--- src/logic/eec_pkg.sv ---
// Purpose: Constants and types for the external edge counter with compare A
// Assumes: Byte-wide register port, 16-bit registers split into high and low bytes
// Notes: Offsets are byte addresses within the timer window
package eec_pkg;

    // ==========================================================
    // Register offsets
    localparam logic [15:0] OFS_CLOCK_CLEAR = 16'hF700;
    localparam logic [15:0] OFS_COMPARE_IO = 16'hF701;
    localparam logic [15:0] OFS_IRQ_ENABLE = 16'hF702;
    localparam logic [15:0] OFS_FLAG_STATUS = 16'hF703;
    localparam logic [15:0] OFS_COUNT_HI = 16'hF706;
    localparam logic [15:0] OFS_COUNT_LO = 16'hF707;
    localparam logic [15:0] OFS_COMPARE_HI = 16'hF708;
    localparam logic [15:0] OFS_COMPARE_LO = 16'hF709;
    localparam logic [15:0] OFS_RUN_CONTROL = 16'hF720;
    localparam logic [15:0] OFS_PAIRING_MODE = 16'hF721;
    localparam logic [15:0] OFS_FUNC_CONTROL = 16'hF723;
    localparam logic [15:0] OFS_OUTPUT_ENABLE = 16'hF724;
    localparam logic [15:0] OFS_IRQ_MASK = 16'hF728;

    // ==========================================================
    // Field positions
    localparam int CLR_LSB = 5;
    localparam int EDGE_LSB = 3;
    localparam int PRESCALE_EXT_BIT = 2;
    localparam int IOA_TOP_BIT = 2;
    localparam int MATCH_BIT = 0;
    localparam int RUN0_BIT = 0;
    localparam int RUN1_BIT = 1;
    localparam int LOCKSTEP_BIT = 0;
    localparam int EXT_GATE_BIT = 6;
    localparam int MASK_A0_BIT = 0;

    // ==========================================================
    // Encodings and reset values
    localparam logic [2:0] CLR_ON_COMPARE_A = 3'h1;
    localparam logic [1:0] EDGE_RISING = 2'h0;
    localparam logic [7:0] RST_BYTE = 8'h00;
    localparam logic [7:0] RST_OUTPUT_ENABLE = 8'hFF;
    localparam logic [7:0] RST_IRQ_MASK = 8'h01;
    localparam logic [15:0] RST_COUNT = 16'h0000;
    localparam logic [15:0] RST_COMPARE = 16'hFFFF;

    // ==========================================================
    // Bus carrier
    typedef struct packed {
        logic [15:0] addr;
        logic [7:0] wdata;
        logic wr;
        logic rd;
    } eec_bus_req_type;

endpackage

--- src/logic/eec_counter.sv ---
// Purpose: Channel 0 event counter with compare register A and match interrupt
// Assumes: Pin input synchronous to MCLK_IN; rising edges detected by sampling
// Notes: Channel 1 counter is a plain run/stop counter kept for lockstep start
//
// Function
// - Counter zero: sixteen-bit readable writable up-counter
// - External source counts rising pin edges
// - Prescale bit two selects external clock
// - Edge select zero counts rising edges
// - Clear select 001 clears on compare A
// - Io control 000: compare mode, no pin drive
// - Compare always; equal sets match flag; code compares only at counting ticks while counter zero runs
// - Flag and enable raise CPU interrupt
// - Enable gating applies in output-compare mode
// - Run bit starts and stops counters
// - Lockstep zero: counters run independently
// - Output master enable gates channel pins
// - External gate bit admits external clock
// - Output mask one disables pin drive
// - Lockstep one: counters run synchronously
//
// The address-and-strobe port was left to the implementer.
`timescale 1ns/1ps
`default_nettype none

module eec_counter
    import eec_pkg::*;
(
    // Clock and reset
    input wire logic MCLK_IN,
    input wire logic SYS_RST_IN,
    // Register port
    input wire eec_pkg::eec_bus_req_type BUS_REQ_IN,
    output logic [7:0] BUS_RDATA_OUT,
    // Internal count clock tick
    input wire logic INT_TICK_IN,
    // Counter pin
    input wire logic EXT_CLOCK_PIN_IN,
    output logic EXT_CLOCK_PIN_OUT,
    output logic EXT_CLOCK_PIN_OE_OUT,
    // Interrupt
    output logic IRQ_OUT
);
    import eec_pkg::*;

    // ==========================================================
    // Registers
    logic [7:0] clock_clear_r;
    logic [7:0] compare_io_r;
    logic [7:0] irq_enable_r;
    logic [7:0] irq_mask_r;
    logic [7:0] run_control_r;
    logic [7:0] pairing_mode_r;
    logic [7:0] func_control_r;
    logic [7:0] output_enable_r;
    logic [15:0] counter_zero_r;
    logic [15:0] counter_one_r;
    logic [15:0] compare_reg_a_r;
    logic match_flag_a_r;
    logic pin_out_r;
    logic pin_prev_r;
    logic [7:0] rdata_r;
    logic [15:0] counter_zero_nxt;

    logic wr;
    logic ext_selected;
    logic ext_rise;
    logic count_tick;
    logic run0;
    logic run1;
    logic compare_hit;
    logic clear_on_a;
    logic flag_clear;
    logic match_event;
    logic irq_gate;

    // Address selects, one per byte register
    logic sel_clock_clear;
    logic sel_compare_io;
    logic sel_irq_enable;
    logic sel_flag_status;
    logic sel_count_hi;
    logic sel_count_lo;
    logic sel_compare_hi;
    logic sel_compare_lo;
    logic sel_run_control;
    logic sel_pairing_mode;
    logic sel_func_control;
    logic sel_output_enable;
    logic sel_irq_mask;

    assign wr = BUS_REQ_IN.wr;

    // ==========================================================
    // Address decode
    assign sel_clock_clear = BUS_REQ_IN.addr == OFS_CLOCK_CLEAR;
    assign sel_compare_io = BUS_REQ_IN.addr == OFS_COMPARE_IO;
    assign sel_irq_enable = BUS_REQ_IN.addr == OFS_IRQ_ENABLE;
    assign sel_flag_status = BUS_REQ_IN.addr == OFS_FLAG_STATUS;
    assign sel_count_hi = BUS_REQ_IN.addr == OFS_COUNT_HI;
    assign sel_count_lo = BUS_REQ_IN.addr == OFS_COUNT_LO;
    assign sel_compare_hi = BUS_REQ_IN.addr == OFS_COMPARE_HI;
    assign sel_compare_lo = BUS_REQ_IN.addr == OFS_COMPARE_LO;
    assign sel_run_control = BUS_REQ_IN.addr == OFS_RUN_CONTROL;
    assign sel_pairing_mode = BUS_REQ_IN.addr == OFS_PAIRING_MODE;
    assign sel_func_control = BUS_REQ_IN.addr == OFS_FUNC_CONTROL;
    assign sel_output_enable = BUS_REQ_IN.addr == OFS_OUTPUT_ENABLE;
    assign sel_irq_mask = BUS_REQ_IN.addr == OFS_IRQ_MASK;

    // ==========================================================
    // Control registers
    // Clock source, edge and clear select
    always_ff @(posedge MCLK_IN) begin
        if (SYS_RST_IN) begin
            clock_clear_r <= RST_BYTE;
        end else if (wr && sel_clock_clear) begin
            clock_clear_r <= BUS_REQ_IN.wdata;
        end
    end

    // Compare A pin action and mode
    always_ff @(posedge MCLK_IN) begin
        if (SYS_RST_IN) begin
            compare_io_r <= RST_BYTE;
        end else if (wr && sel_compare_io) begin
            compare_io_r <= BUS_REQ_IN.wdata;
        end
    end

    // Match interrupt enable
    always_ff @(posedge MCLK_IN) begin
        if (SYS_RST_IN) begin
            irq_enable_r <= RST_BYTE;
        end else if (wr && sel_irq_enable) begin
            irq_enable_r <= BUS_REQ_IN.wdata;
        end
    end

    // Interrupt mask, same layout as status
    always_ff @(posedge MCLK_IN) begin
        if (SYS_RST_IN) begin
            irq_mask_r <= RST_IRQ_MASK;
        end else if (wr && sel_irq_mask) begin
            irq_mask_r <= BUS_REQ_IN.wdata;
        end
    end

    // Run bits for both counters
    always_ff @(posedge MCLK_IN) begin
        if (SYS_RST_IN) begin
            run_control_r <= RST_BYTE;
        end else if (wr && sel_run_control) begin
            run_control_r <= BUS_REQ_IN.wdata;
        end
    end

    // Independent or lockstep operation
    always_ff @(posedge MCLK_IN) begin
        if (SYS_RST_IN) begin
            pairing_mode_r <= RST_BYTE;
        end else if (wr && sel_pairing_mode) begin
            pairing_mode_r <= BUS_REQ_IN.wdata;
        end
    end

    // External clock gate and channel modes
    always_ff @(posedge MCLK_IN) begin
        if (SYS_RST_IN) begin
            func_control_r <= RST_BYTE;
        end else if (wr && sel_func_control) begin
            func_control_r <= BUS_REQ_IN.wdata;
        end
    end

    // Pin output masks, all masked after reset
    always_ff @(posedge MCLK_IN) begin
        if (SYS_RST_IN) begin
            output_enable_r <= RST_OUTPUT_ENABLE;
        end else if (wr && sel_output_enable) begin
            output_enable_r <= BUS_REQ_IN.wdata;
        end
    end

    // ==========================================================
    // Compare register A
    always_ff @(posedge MCLK_IN) begin
        if (SYS_RST_IN) begin
            compare_reg_a_r <= RST_COMPARE;
        end else if (wr && BUS_REQ_IN.addr == OFS_COMPARE_HI) begin
            compare_reg_a_r[15:8] <= BUS_REQ_IN.wdata;
        end else if (wr && BUS_REQ_IN.addr == OFS_COMPARE_LO) begin
            compare_reg_a_r[7:0] <= BUS_REQ_IN.wdata;
        end
    end

    // ==========================================================
    // Clock source selection and edge detect
    always_ff @(posedge MCLK_IN) begin
        if (SYS_RST_IN) begin
            pin_prev_r <= 1'b0;
        end else begin
            pin_prev_r <= EXT_CLOCK_PIN_IN;
        end
    end

    assign ext_selected = clock_clear_r[PRESCALE_EXT_BIT];
    // Rising pin edge, admitted only while the gate bit is set
    assign ext_rise = EXT_CLOCK_PIN_IN && !pin_prev_r
        && func_control_r[EXT_GATE_BIT];

    always_comb begin
        count_tick = 1'b0;
        // Only the rising-edge setting is implemented; other edges hold
        if (clock_clear_r[EDGE_LSB +: 2] == EDGE_RISING) begin
            count_tick = ext_selected ? ext_rise : INT_TICK_IN;
        end
    end

    // Lockstep: setting either run bit starts both counters; both stop only once both run bits are clear
    assign run0 = run_control_r[RUN0_BIT]
        || (pairing_mode_r[LOCKSTEP_BIT] && run_control_r[RUN1_BIT]);
    assign run1 = run_control_r[RUN1_BIT]
        || (pairing_mode_r[LOCKSTEP_BIT] && run_control_r[RUN0_BIT]);

    // ==========================================================
    // Counter zero
    assign compare_hit = counter_zero_r == compare_reg_a_r;
    assign clear_on_a = clock_clear_r[CLR_LSB +: 3] == CLR_ON_COMPARE_A;

    always_comb begin
        counter_zero_nxt = counter_zero_r;
        if (run0 && count_tick) begin
            if (compare_hit && clear_on_a) begin
                counter_zero_nxt = RST_COUNT;
            end else begin
                counter_zero_nxt = counter_zero_r + 16'h0001;
            end
        end
    end

    always_ff @(posedge MCLK_IN) begin
        if (SYS_RST_IN) begin
            counter_zero_r <= RST_COUNT;
        end else if (wr && BUS_REQ_IN.addr == OFS_COUNT_HI) begin
            counter_zero_r[15:8] <= BUS_REQ_IN.wdata;
        end else if (wr && BUS_REQ_IN.addr == OFS_COUNT_LO) begin
            counter_zero_r[7:0] <= BUS_REQ_IN.wdata;
        end else begin
            counter_zero_r <= counter_zero_nxt;
        end
    end

    // Counter one runs on the internal tick in lockstep or on its own
    always_ff @(posedge MCLK_IN) begin
        if (SYS_RST_IN) begin
            counter_one_r <= RST_COUNT;
        end else if (run1 && INT_TICK_IN) begin
            counter_one_r <= counter_one_r + 16'h0001;
        end
    end

    // ==========================================================
    // Match flag: set wins over clear by writing one
    assign flag_clear = wr && sel_flag_status
        && BUS_REQ_IN.wdata[MATCH_BIT];

    // Match seen at a counting tick
    assign match_event = compare_hit && run0 && count_tick;

    always_ff @(posedge MCLK_IN) begin
        if (SYS_RST_IN) begin
            match_flag_a_r <= 1'b0;
        end else if (match_event) begin
            match_flag_a_r <= 1'b1;
        end else if (flag_clear) begin
            match_flag_a_r <= 1'b0;
        end
    end

    // Interrupt in output-compare mode only, gated by enable and mask
    assign irq_gate = irq_enable_r[MATCH_BIT] && irq_mask_r[MATCH_BIT]
        && !compare_io_r[IOA_TOP_BIT];
    assign IRQ_OUT = match_flag_a_r && irq_gate;

    // ==========================================================
    // Pin output: compare output disabled with io control 000
    always_ff @(posedge MCLK_IN) begin
        if (SYS_RST_IN) begin
            pin_out_r <= 1'b0;
        end else if (match_event) begin
            case (compare_io_r[1:0])
                2'h1: begin
                    pin_out_r <= 1'b0;
                end
                2'h2: begin
                    pin_out_r <= 1'b1;
                end
                2'h3: begin
                    pin_out_r <= !pin_out_r;
                end
                default: begin
                    pin_out_r <= pin_out_r;
                end
            endcase
        end
    end

    assign EXT_CLOCK_PIN_OUT = pin_out_r;
    assign EXT_CLOCK_PIN_OE_OUT = !output_enable_r[MASK_A0_BIT]
        && !compare_io_r[IOA_TOP_BIT] && (compare_io_r[1:0] != 2'h0)
        && !ext_selected;

    // ==========================================================
    // Read port
    always_ff @(posedge MCLK_IN) begin
        if (SYS_RST_IN) begin
            rdata_r <= RST_BYTE;
        end else if (BUS_REQ_IN.rd) begin
            // Unmapped addresses read as zero
            case (BUS_REQ_IN.addr)
                OFS_CLOCK_CLEAR: begin
                    rdata_r <= clock_clear_r;
                end
                OFS_COMPARE_IO: begin
                    rdata_r <= compare_io_r;
                end
                OFS_IRQ_ENABLE: begin
                    rdata_r <= irq_enable_r;
                end
                OFS_IRQ_MASK: begin
                    rdata_r <= irq_mask_r;
                end
                OFS_FLAG_STATUS: begin
                    rdata_r <= {7'h00, match_flag_a_r};
                end
                OFS_COUNT_HI: begin
                    rdata_r <= counter_zero_r[15:8];
                end
                OFS_COUNT_LO: begin
                    rdata_r <= counter_zero_r[7:0];
                end
                OFS_COMPARE_HI: begin
                    rdata_r <= compare_reg_a_r[15:8];
                end
                OFS_COMPARE_LO: begin
                    rdata_r <= compare_reg_a_r[7:0];
                end
                OFS_RUN_CONTROL: begin
                    rdata_r <= run_control_r;
                end
                OFS_PAIRING_MODE: begin
                    rdata_r <= pairing_mode_r;
                end
                OFS_FUNC_CONTROL: begin
                    rdata_r <= func_control_r;
                end
                OFS_OUTPUT_ENABLE: begin
                    rdata_r <= output_enable_r;
                end
                default: begin
                    rdata_r <= RST_BYTE;
                end
            endcase
        end else begin
            rdata_r <= RST_BYTE;
        end
    end

    assign BUS_RDATA_OUT = rdata_r;

endmodule

`default_nettype wire

--- config.mk ---
export PLATFORM = sky130hd
export DESIGN_NAME = eec_counter
export DESIGN_NICKNAME = d
export VERILOG_FILES = /design/src/logic/eec_pkg.sv /design/src/logic/eec_counter.sv
export SDC_FILE = /design/constraint.sdc
export NUM_CORES = 1
export LEC_CHECK = 0
export ABC_AREA = 1
export BUFFER_PORTS_ARGS = -buffer_cell sky130_fd_sc_hd__buf_2
export CORE_MARGIN = 5
export CORE_UTILIZATION = 61
export DETAILED_ROUTE_END_ITERATION = 8
export PLACE_DENSITY = 0.81
export SYNTH_ARGS = -nofsm -noshare
export SYNTH_HDL_FRONTEND = slang
export SYNTH_SLANG_ARGS = --single-unit
--- constraint.sdc ---
create_clock -name MCLK_IN -period 1.6 [get_ports MCLK_IN]
set_clock_uncertainty 0.05 [all_clocks]
set_input_delay 0.24 -clock MCLK_IN [delete_from_list [all_inputs] [get_ports MCLK_IN]]
set_output_delay 0.24 -clock MCLK_IN [all_outputs]
set_load 0.01 [all_outputs]
### Yosys cells after proc, flatten, opt, wreduce, memory -nomap -nowiden

Index checks and enable logic that the tools add are counted.

| word-level totals | value |
|---|---|
| logic and storage cells | 94 |
| output and inout bits | 11 |
| flip-flop bits (word level) | 107 |
| bits of input ports | 30 |

| operators by class | value |
|---|---|
| reduce and logical (&&, ||, !) cells | 44 |
| bitwise logic cells | 3 |
| equality and inequality tests | 19 |
| add/subtract/negate cells | 1 |
| mux-type cells | 11 |

Operators by type and width:

| cell | count |
|---|---|
| equality test 16 bit, second input constant | 13 |
| one-hot mux 8 bit (13 select lines) | 1 |
| two-way mux 16 bit | 2 |
| logical AND 1 bit | 27 |
| two-way mux 8 bit | 3 |
| adder 16 x 1 -> 16 bit, second input constant | 1 |
| equality test 16 bit | 1 |
| AND reduction 2 bit | 4 |
| nonzero test 2 bit | 4 |
| zero test 1 bit | 5 |
| equality test 2 bit, second input constant | 2 |
| two-way mux 1 bit | 4 |
| equality test 3 x 1 -> 1 bit, second input constant | 1 |
| NOT 1 bit | 3 |
| one-hot mux 1 bit (3 select lines) | 1 |
| nonzero test 3 bit | 1 |
| equality test 2 x 1 -> 1 bit, second input constant | 1 |
| zero test 2 bit | 1 |
| != test 2 bit, second input constant | 1 |
| OR reduction 2 bit | 1 |
| logical OR 1 bit | 1 |

### Longest topological paths before layout

| depth | value |
|---|---|
| depth in word-level cells | 9 |
| mapped depth | 13 |
| gate-level depth less buffers | 13 |

### Least setup slack after synthesis

No wires, ideal clock.

| path | value |
|---|---|
| path kind | in2reg |
| start | in BUS_REQ_IN[21] in the netlist's numbering |
| end | reg irq_mask_r[6] |
| buffers on the path | 1 |
| library setup time | 120 ps |
| cell stages on the path | 11 |
| arrival time | 1348 ps |
| data required time | 1430 ps |
| setup slack | 83 ps |
| cell sequence | inv_1 > nand2_1 > nor2_4 > nand2_4 > inv_4 > nand2_4 > nor2_4 > nand2_2 > buf_2 > o21ai_1 > a21oi_1 |

| between the ends | value |
|---|---|
| word-level cells in the longest chain between the ends | 2 |

RTL lines:

| element | RTL line | source |
|---|---|---|
| start: declaration | eec_counter.sv:33 | `input wire eec_pkg::eec_bus_req_type BUS_REQ_IN,` |
| equality test 16 bit | eec_counter.sv:108 | `assign sel_irq_mask = BUS_REQ_IN.addr == OFS_IRQ_MASK;` |
| logical AND 1 bit | eec_counter.sv:143 | `end else if (wr && sel_irq_mask) begin` |
| end signal: assignment | eec_counter.sv:144 | `irq_mask_r <= BUS_REQ_IN.wdata;` |
| end: declaration | eec_counter.sv:51 | `logic [7:0] irq_mask_r;` |

Every way passes these cells.
A chain may end at the register's enable or synchronous reset.

### Final worst setup path

| path | value |
|---|---|
| start | reg clock_clear_r[2] |
| end | reg counter_zero_r[4] |

| between the ends | value |
|---|---|
| word-level cells in the longest chain between the ends | 5 |

RTL lines:

| element | RTL line | source |
|---|---|---|
| start: declaration | eec_counter.sv:48 | `logic [7:0] clock_clear_r;` |
| start signal: assignment | eec_counter.sv:117 | `clock_clear_r <= BUS_REQ_IN.wdata;` |
| two-way mux 1 bit | eec_counter.sv:215 | `count_tick = ext_selected ? ext_rise : INT_TICK_IN;` |
| two-way mux 1 bit | eec_counter.sv:214 | `if (clock_clear_r[EDGE_LSB +: 2] == EDGE_RISING) begin` |
| logical AND 1 bit | eec_counter.sv:232 | `if (run0 && count_tick) begin` |
| nonzero test 2 bit (no line) | -- |  |
| AND reduction 2 bit (no line) | -- |  |
| end signal: assignment | eec_counter.sv:247 | `counter_zero_r[7:0] <= BUS_REQ_IN.wdata;` |
| end signal: assignment | eec_counter.sv:249 | `counter_zero_r <= counter_zero_nxt;` |
| end: declaration | eec_counter.sv:56 | `logic [15:0] counter_zero_r;` |

Every way passes these cells.

==> results_dict.tcl <==
set metrics [dict create \
    synth_cells 848 \
    synth_area_per_cell_sq_um 6.75 \
    required_ps 1850 \
    die_w_um 107 \
    numCtsBuffers 9 \
    grt_pass1_vias 6031 \
    portBuffers 40 \
    finalHoldViolCount 0 \
    wl_mm 21.7 \
    r2r-end "counter_zero_r[4]" \
    cts_tree "done" \
    reg2reg_from "clock_clear_r[2]" \
    yosysSeqAreaShare 0.374 \
    fin_total_pwr_mw 4.82 \
    first_pass_iters 8 \
    rsz0062_at_grt "true" \
    min_period_ps 1680 \
    r2r_cells 8 \
    area_delta_synth_final_pct 28.4 \
    busiest_layer "met2" \
    synth_nets 879 \
    powerDensity_mw_per_mm2 655 \
    grt_util_met1 0.462 \
    drcViolationCount 0 \
    initial_utilization 0.622 \
    viasPerCell 5.95 \
    grtUsageTotal 0.369 \
    reg2reg_slack_ps -80 \
    yosys_most_used_dff "dfxtp_1" \
    hp-class "in -> reg" \
    start_kind "flop" \
    relSlewSlack 0.691 \
    antenna_found_initial 0 \
    drv_cap 0 \
    holdCritStartpoint "SYS_RST_IN" \
    clk_latency_ps 390 \
    hold_buffers 0 \
    worst_pin_slew_ps 463 \
    power.leakage_nw 3.61 \
    htreeDepth 3 \
    holdPathEnd "counter_zero_r[6]" \
    ys_warn_count 0 \
    syn_area_sq_mm 0.00572 \
    synthDistinctLibCells 41 \
    vdd.ir_drop.worst_uv 601 \
    fp.dieArea_sq_mm 0.0114 \
    wl_per_cell_um 19.6 \
    synth-async-reset-ratio 0 \
    crit_path_end_kind "flop" \
    ant_nets 0 \
    synth-edff-count 0 \
    core_area_sq_mm 0.00920 \
    vias 6581 \
    timing.fmax_ghz 0.595 \
    path_clk_slew_ps 120 \
    gp_congestion 1.05 \
    setup_viol 6 \
    nets 1021 \
    ios 41 \
    synth-seq-cells 107 \
    cp.arrival_ps 1930 \
    status "complete, but fails checks" \
    gr-total-overflow 0 \
    report.final.slew_viol_count 0 \
    cts_sinks 107 \
    path_class "reg -> reg" \
    setup_ws_ps -81.4 \
    initialDrtViolationCount 802 \
    fp.dieH_um 107 \
    violations "setup timing" \
    fin_crit_sh 1.05 \
    cts_root_buffer "clkbuf_8" \
    grt_first_pass_wirelength_mm 32.5 \
    n_antenna_cell 0 \
    met2_usage 0.607 \
    dpl.hpwl_mm 15.7 \
    grt_max_degree 80 \
    fin_hold_ws_ps 5.67 \
    met3_usage 0.0777 \
    drive_gt1_frac 0.286 \
    min_path_cells 2 \
    cts_buffer_depth 2 \
    num_rows 35 \
    critPathMaxFanout 10 \
]
[state kept, by name, indices dropped and copies added (netlist names), 8 cells and up]
| register | cells |
|---|---|
| compare_reg_a_r | 16 |
| counter_zero_r | 16 |
| BUS_RDATA_OUT | 8 |
| clock_clear_r | 8 |
| compare_io_r | 8 |
| func_control_r | 8 |
| irq_enable_r | 8 |
| irq_mask_r | 8 |
| output_enable_r | 8 |
| pairing_mode_r | 8 |
| run_control_r | 8 |
[layout make-up]
class	instances	area, sq um
Tap cell	111	139
Timing Repair Buffer	156	1170
Sequential cell	107	2180
Clock buffer	9	124
Multi-Input combinational cell	614	3230
Clock inverter	7	108
Fill cell	648	1850
Inverter	102	389
[cells in the mapped netlist, types with 3 or more instances]
cell type | n | area [sq um]
nand2_1 | 226 | 848
dfxtp_1 | 107 | 2140
inv_1 | 91 | 342
nor2_1 | 90 | 338
a21oi_1 | 89 | 445
o21ai_0 | 78 | 390
nand3_1 | 29 | 145
o211ai_1 | 16 | 120
nand4_1 | 14 | 87.6
o21ai_1 | 11 | 55.1
clkbuf_1 | 10 | 37.5
nor2_4 | 9 | 101
buf_2 | 8 | 40.0
inv_2 | 8 | 30.0
nand2_2 | 8 | 50.1
nand2_4 | 6 | 67.6
xor2_1 | 6 | 52.6
nor2_2 | 4 | 25.0
buf_6 | 3 | 33.8
nor2_8 | 3 | 60.1
nor3_1 | 3 | 15.0
nor3_4 | 3 | 48.8
[routing by layer]
layer / wire length [um] / vias up
met1: 8020 / 2992
met3: 2520 / 115
li1: - / 3029
met5: 0 / -
met2: 9910 / 445
met4: 1220 / 0
[cell usage in the layout, fill, tap and decap left out, drive strengths merged]
cell type / count
nand2: 240
a2111oi: 1
nor2: 106
xor2: 6
nand4: 16
o22ai: 1
a21oi: 89
a21o: 1
nor3b: 1
clkinv: 7
buf: 156
o21ai: 89
o211ai: 17
ha: 1
nand3: 32
nor3: 8
clkbuf: 9
bufinv: 1
inv: 101
dfxtp: 107
nand3b: 2
a211oi: 4
[what timing repair did]
action,CTS,global route
resized for setup,31,51
buffers inserted,1,12
setup endpoints to repair,17,21
pin swaps,5,21
[kinds of logic (layout without fill, tap and decap cells)]
group / after synthesis / count (layout) / synth area share
XOR/XNOR: 6 / 6 / 0.00918
flip-flops: 107 / 107 / 0.374
AND/OR/NAND/NOR: 405 / 405 / 0.333
adder cells (fa/ha/maj): 1 / 1 / 0.00219
buffers and inverters: 127 / 274 / 0.0912
AO/OA/AOI/OAI: 202 / 202 / 0.190
[critical path, stage by stage, from the launching register on]
cell     delay (ps)
dfxtp_2         400
nand3_2         120
o22ai_4         190
nand3_4         130
nand2_1         120
nand2_4         110
inv_2           130
o21ai_0         130
a21oi_1         210
[report_power, final]
| group | switching, mW | internal [mW] | total [mW] | leakage [nW] |
|---|---|---|---|---|
| logic | 0.200 | 0.0865 | 0.286 | 2.62 |
| clock network | 1.09 | 0.780 | 1.87 | 0.114 |
| registers | 0.00105 | 2.65 | 2.66 | 0.871 |
| total | 1.30 | 3.52 | 4.82 | 3.61 |
[worst max path at each step]
stage	cells after the start	to	startpoint
after detailed placement	12	BUS_RDATA_OUT[0]	BUS_REQ_IN[17]
after global placement	12	BUS_RDATA_OUT[5]	BUS_REQ_IN[17]
after floorplan	11	irq_mask_r[6]	BUS_REQ_IN[21]
final	8	counter_zero_r[4]	clock_clear_r[2]
after global routing	11	EXT_CLOCK_PIN_OUT	counter_zero_r[3]
after CTS	11	counter_zero_r[14]	counter_zero_r[0]
[stage by stage]
| step | setup TNS [ps] | instances | setup WS (ps) | cell area (sq um) | utilization |
|---|---|---|---|---|---|
| after floorplan | 0 | 848 | 82.5 | 5720 | - |
| after global placement | -9710 | 1077 | -276 | 6770 | 0.736 |
| after detailed placement | -13350 | 1077 | -252 | 6770 | 0.736 |
| after CTS | -17.0 | 1094 | -10.4 | 7060 | 0.768 |
| after global routing | -1320 | 1106 | -184 | 7350 | 0.799 |
| final | -224 | 1106 | -81.4 | 7350 | 0.799 |
Power figures use the tool's default switching activity.
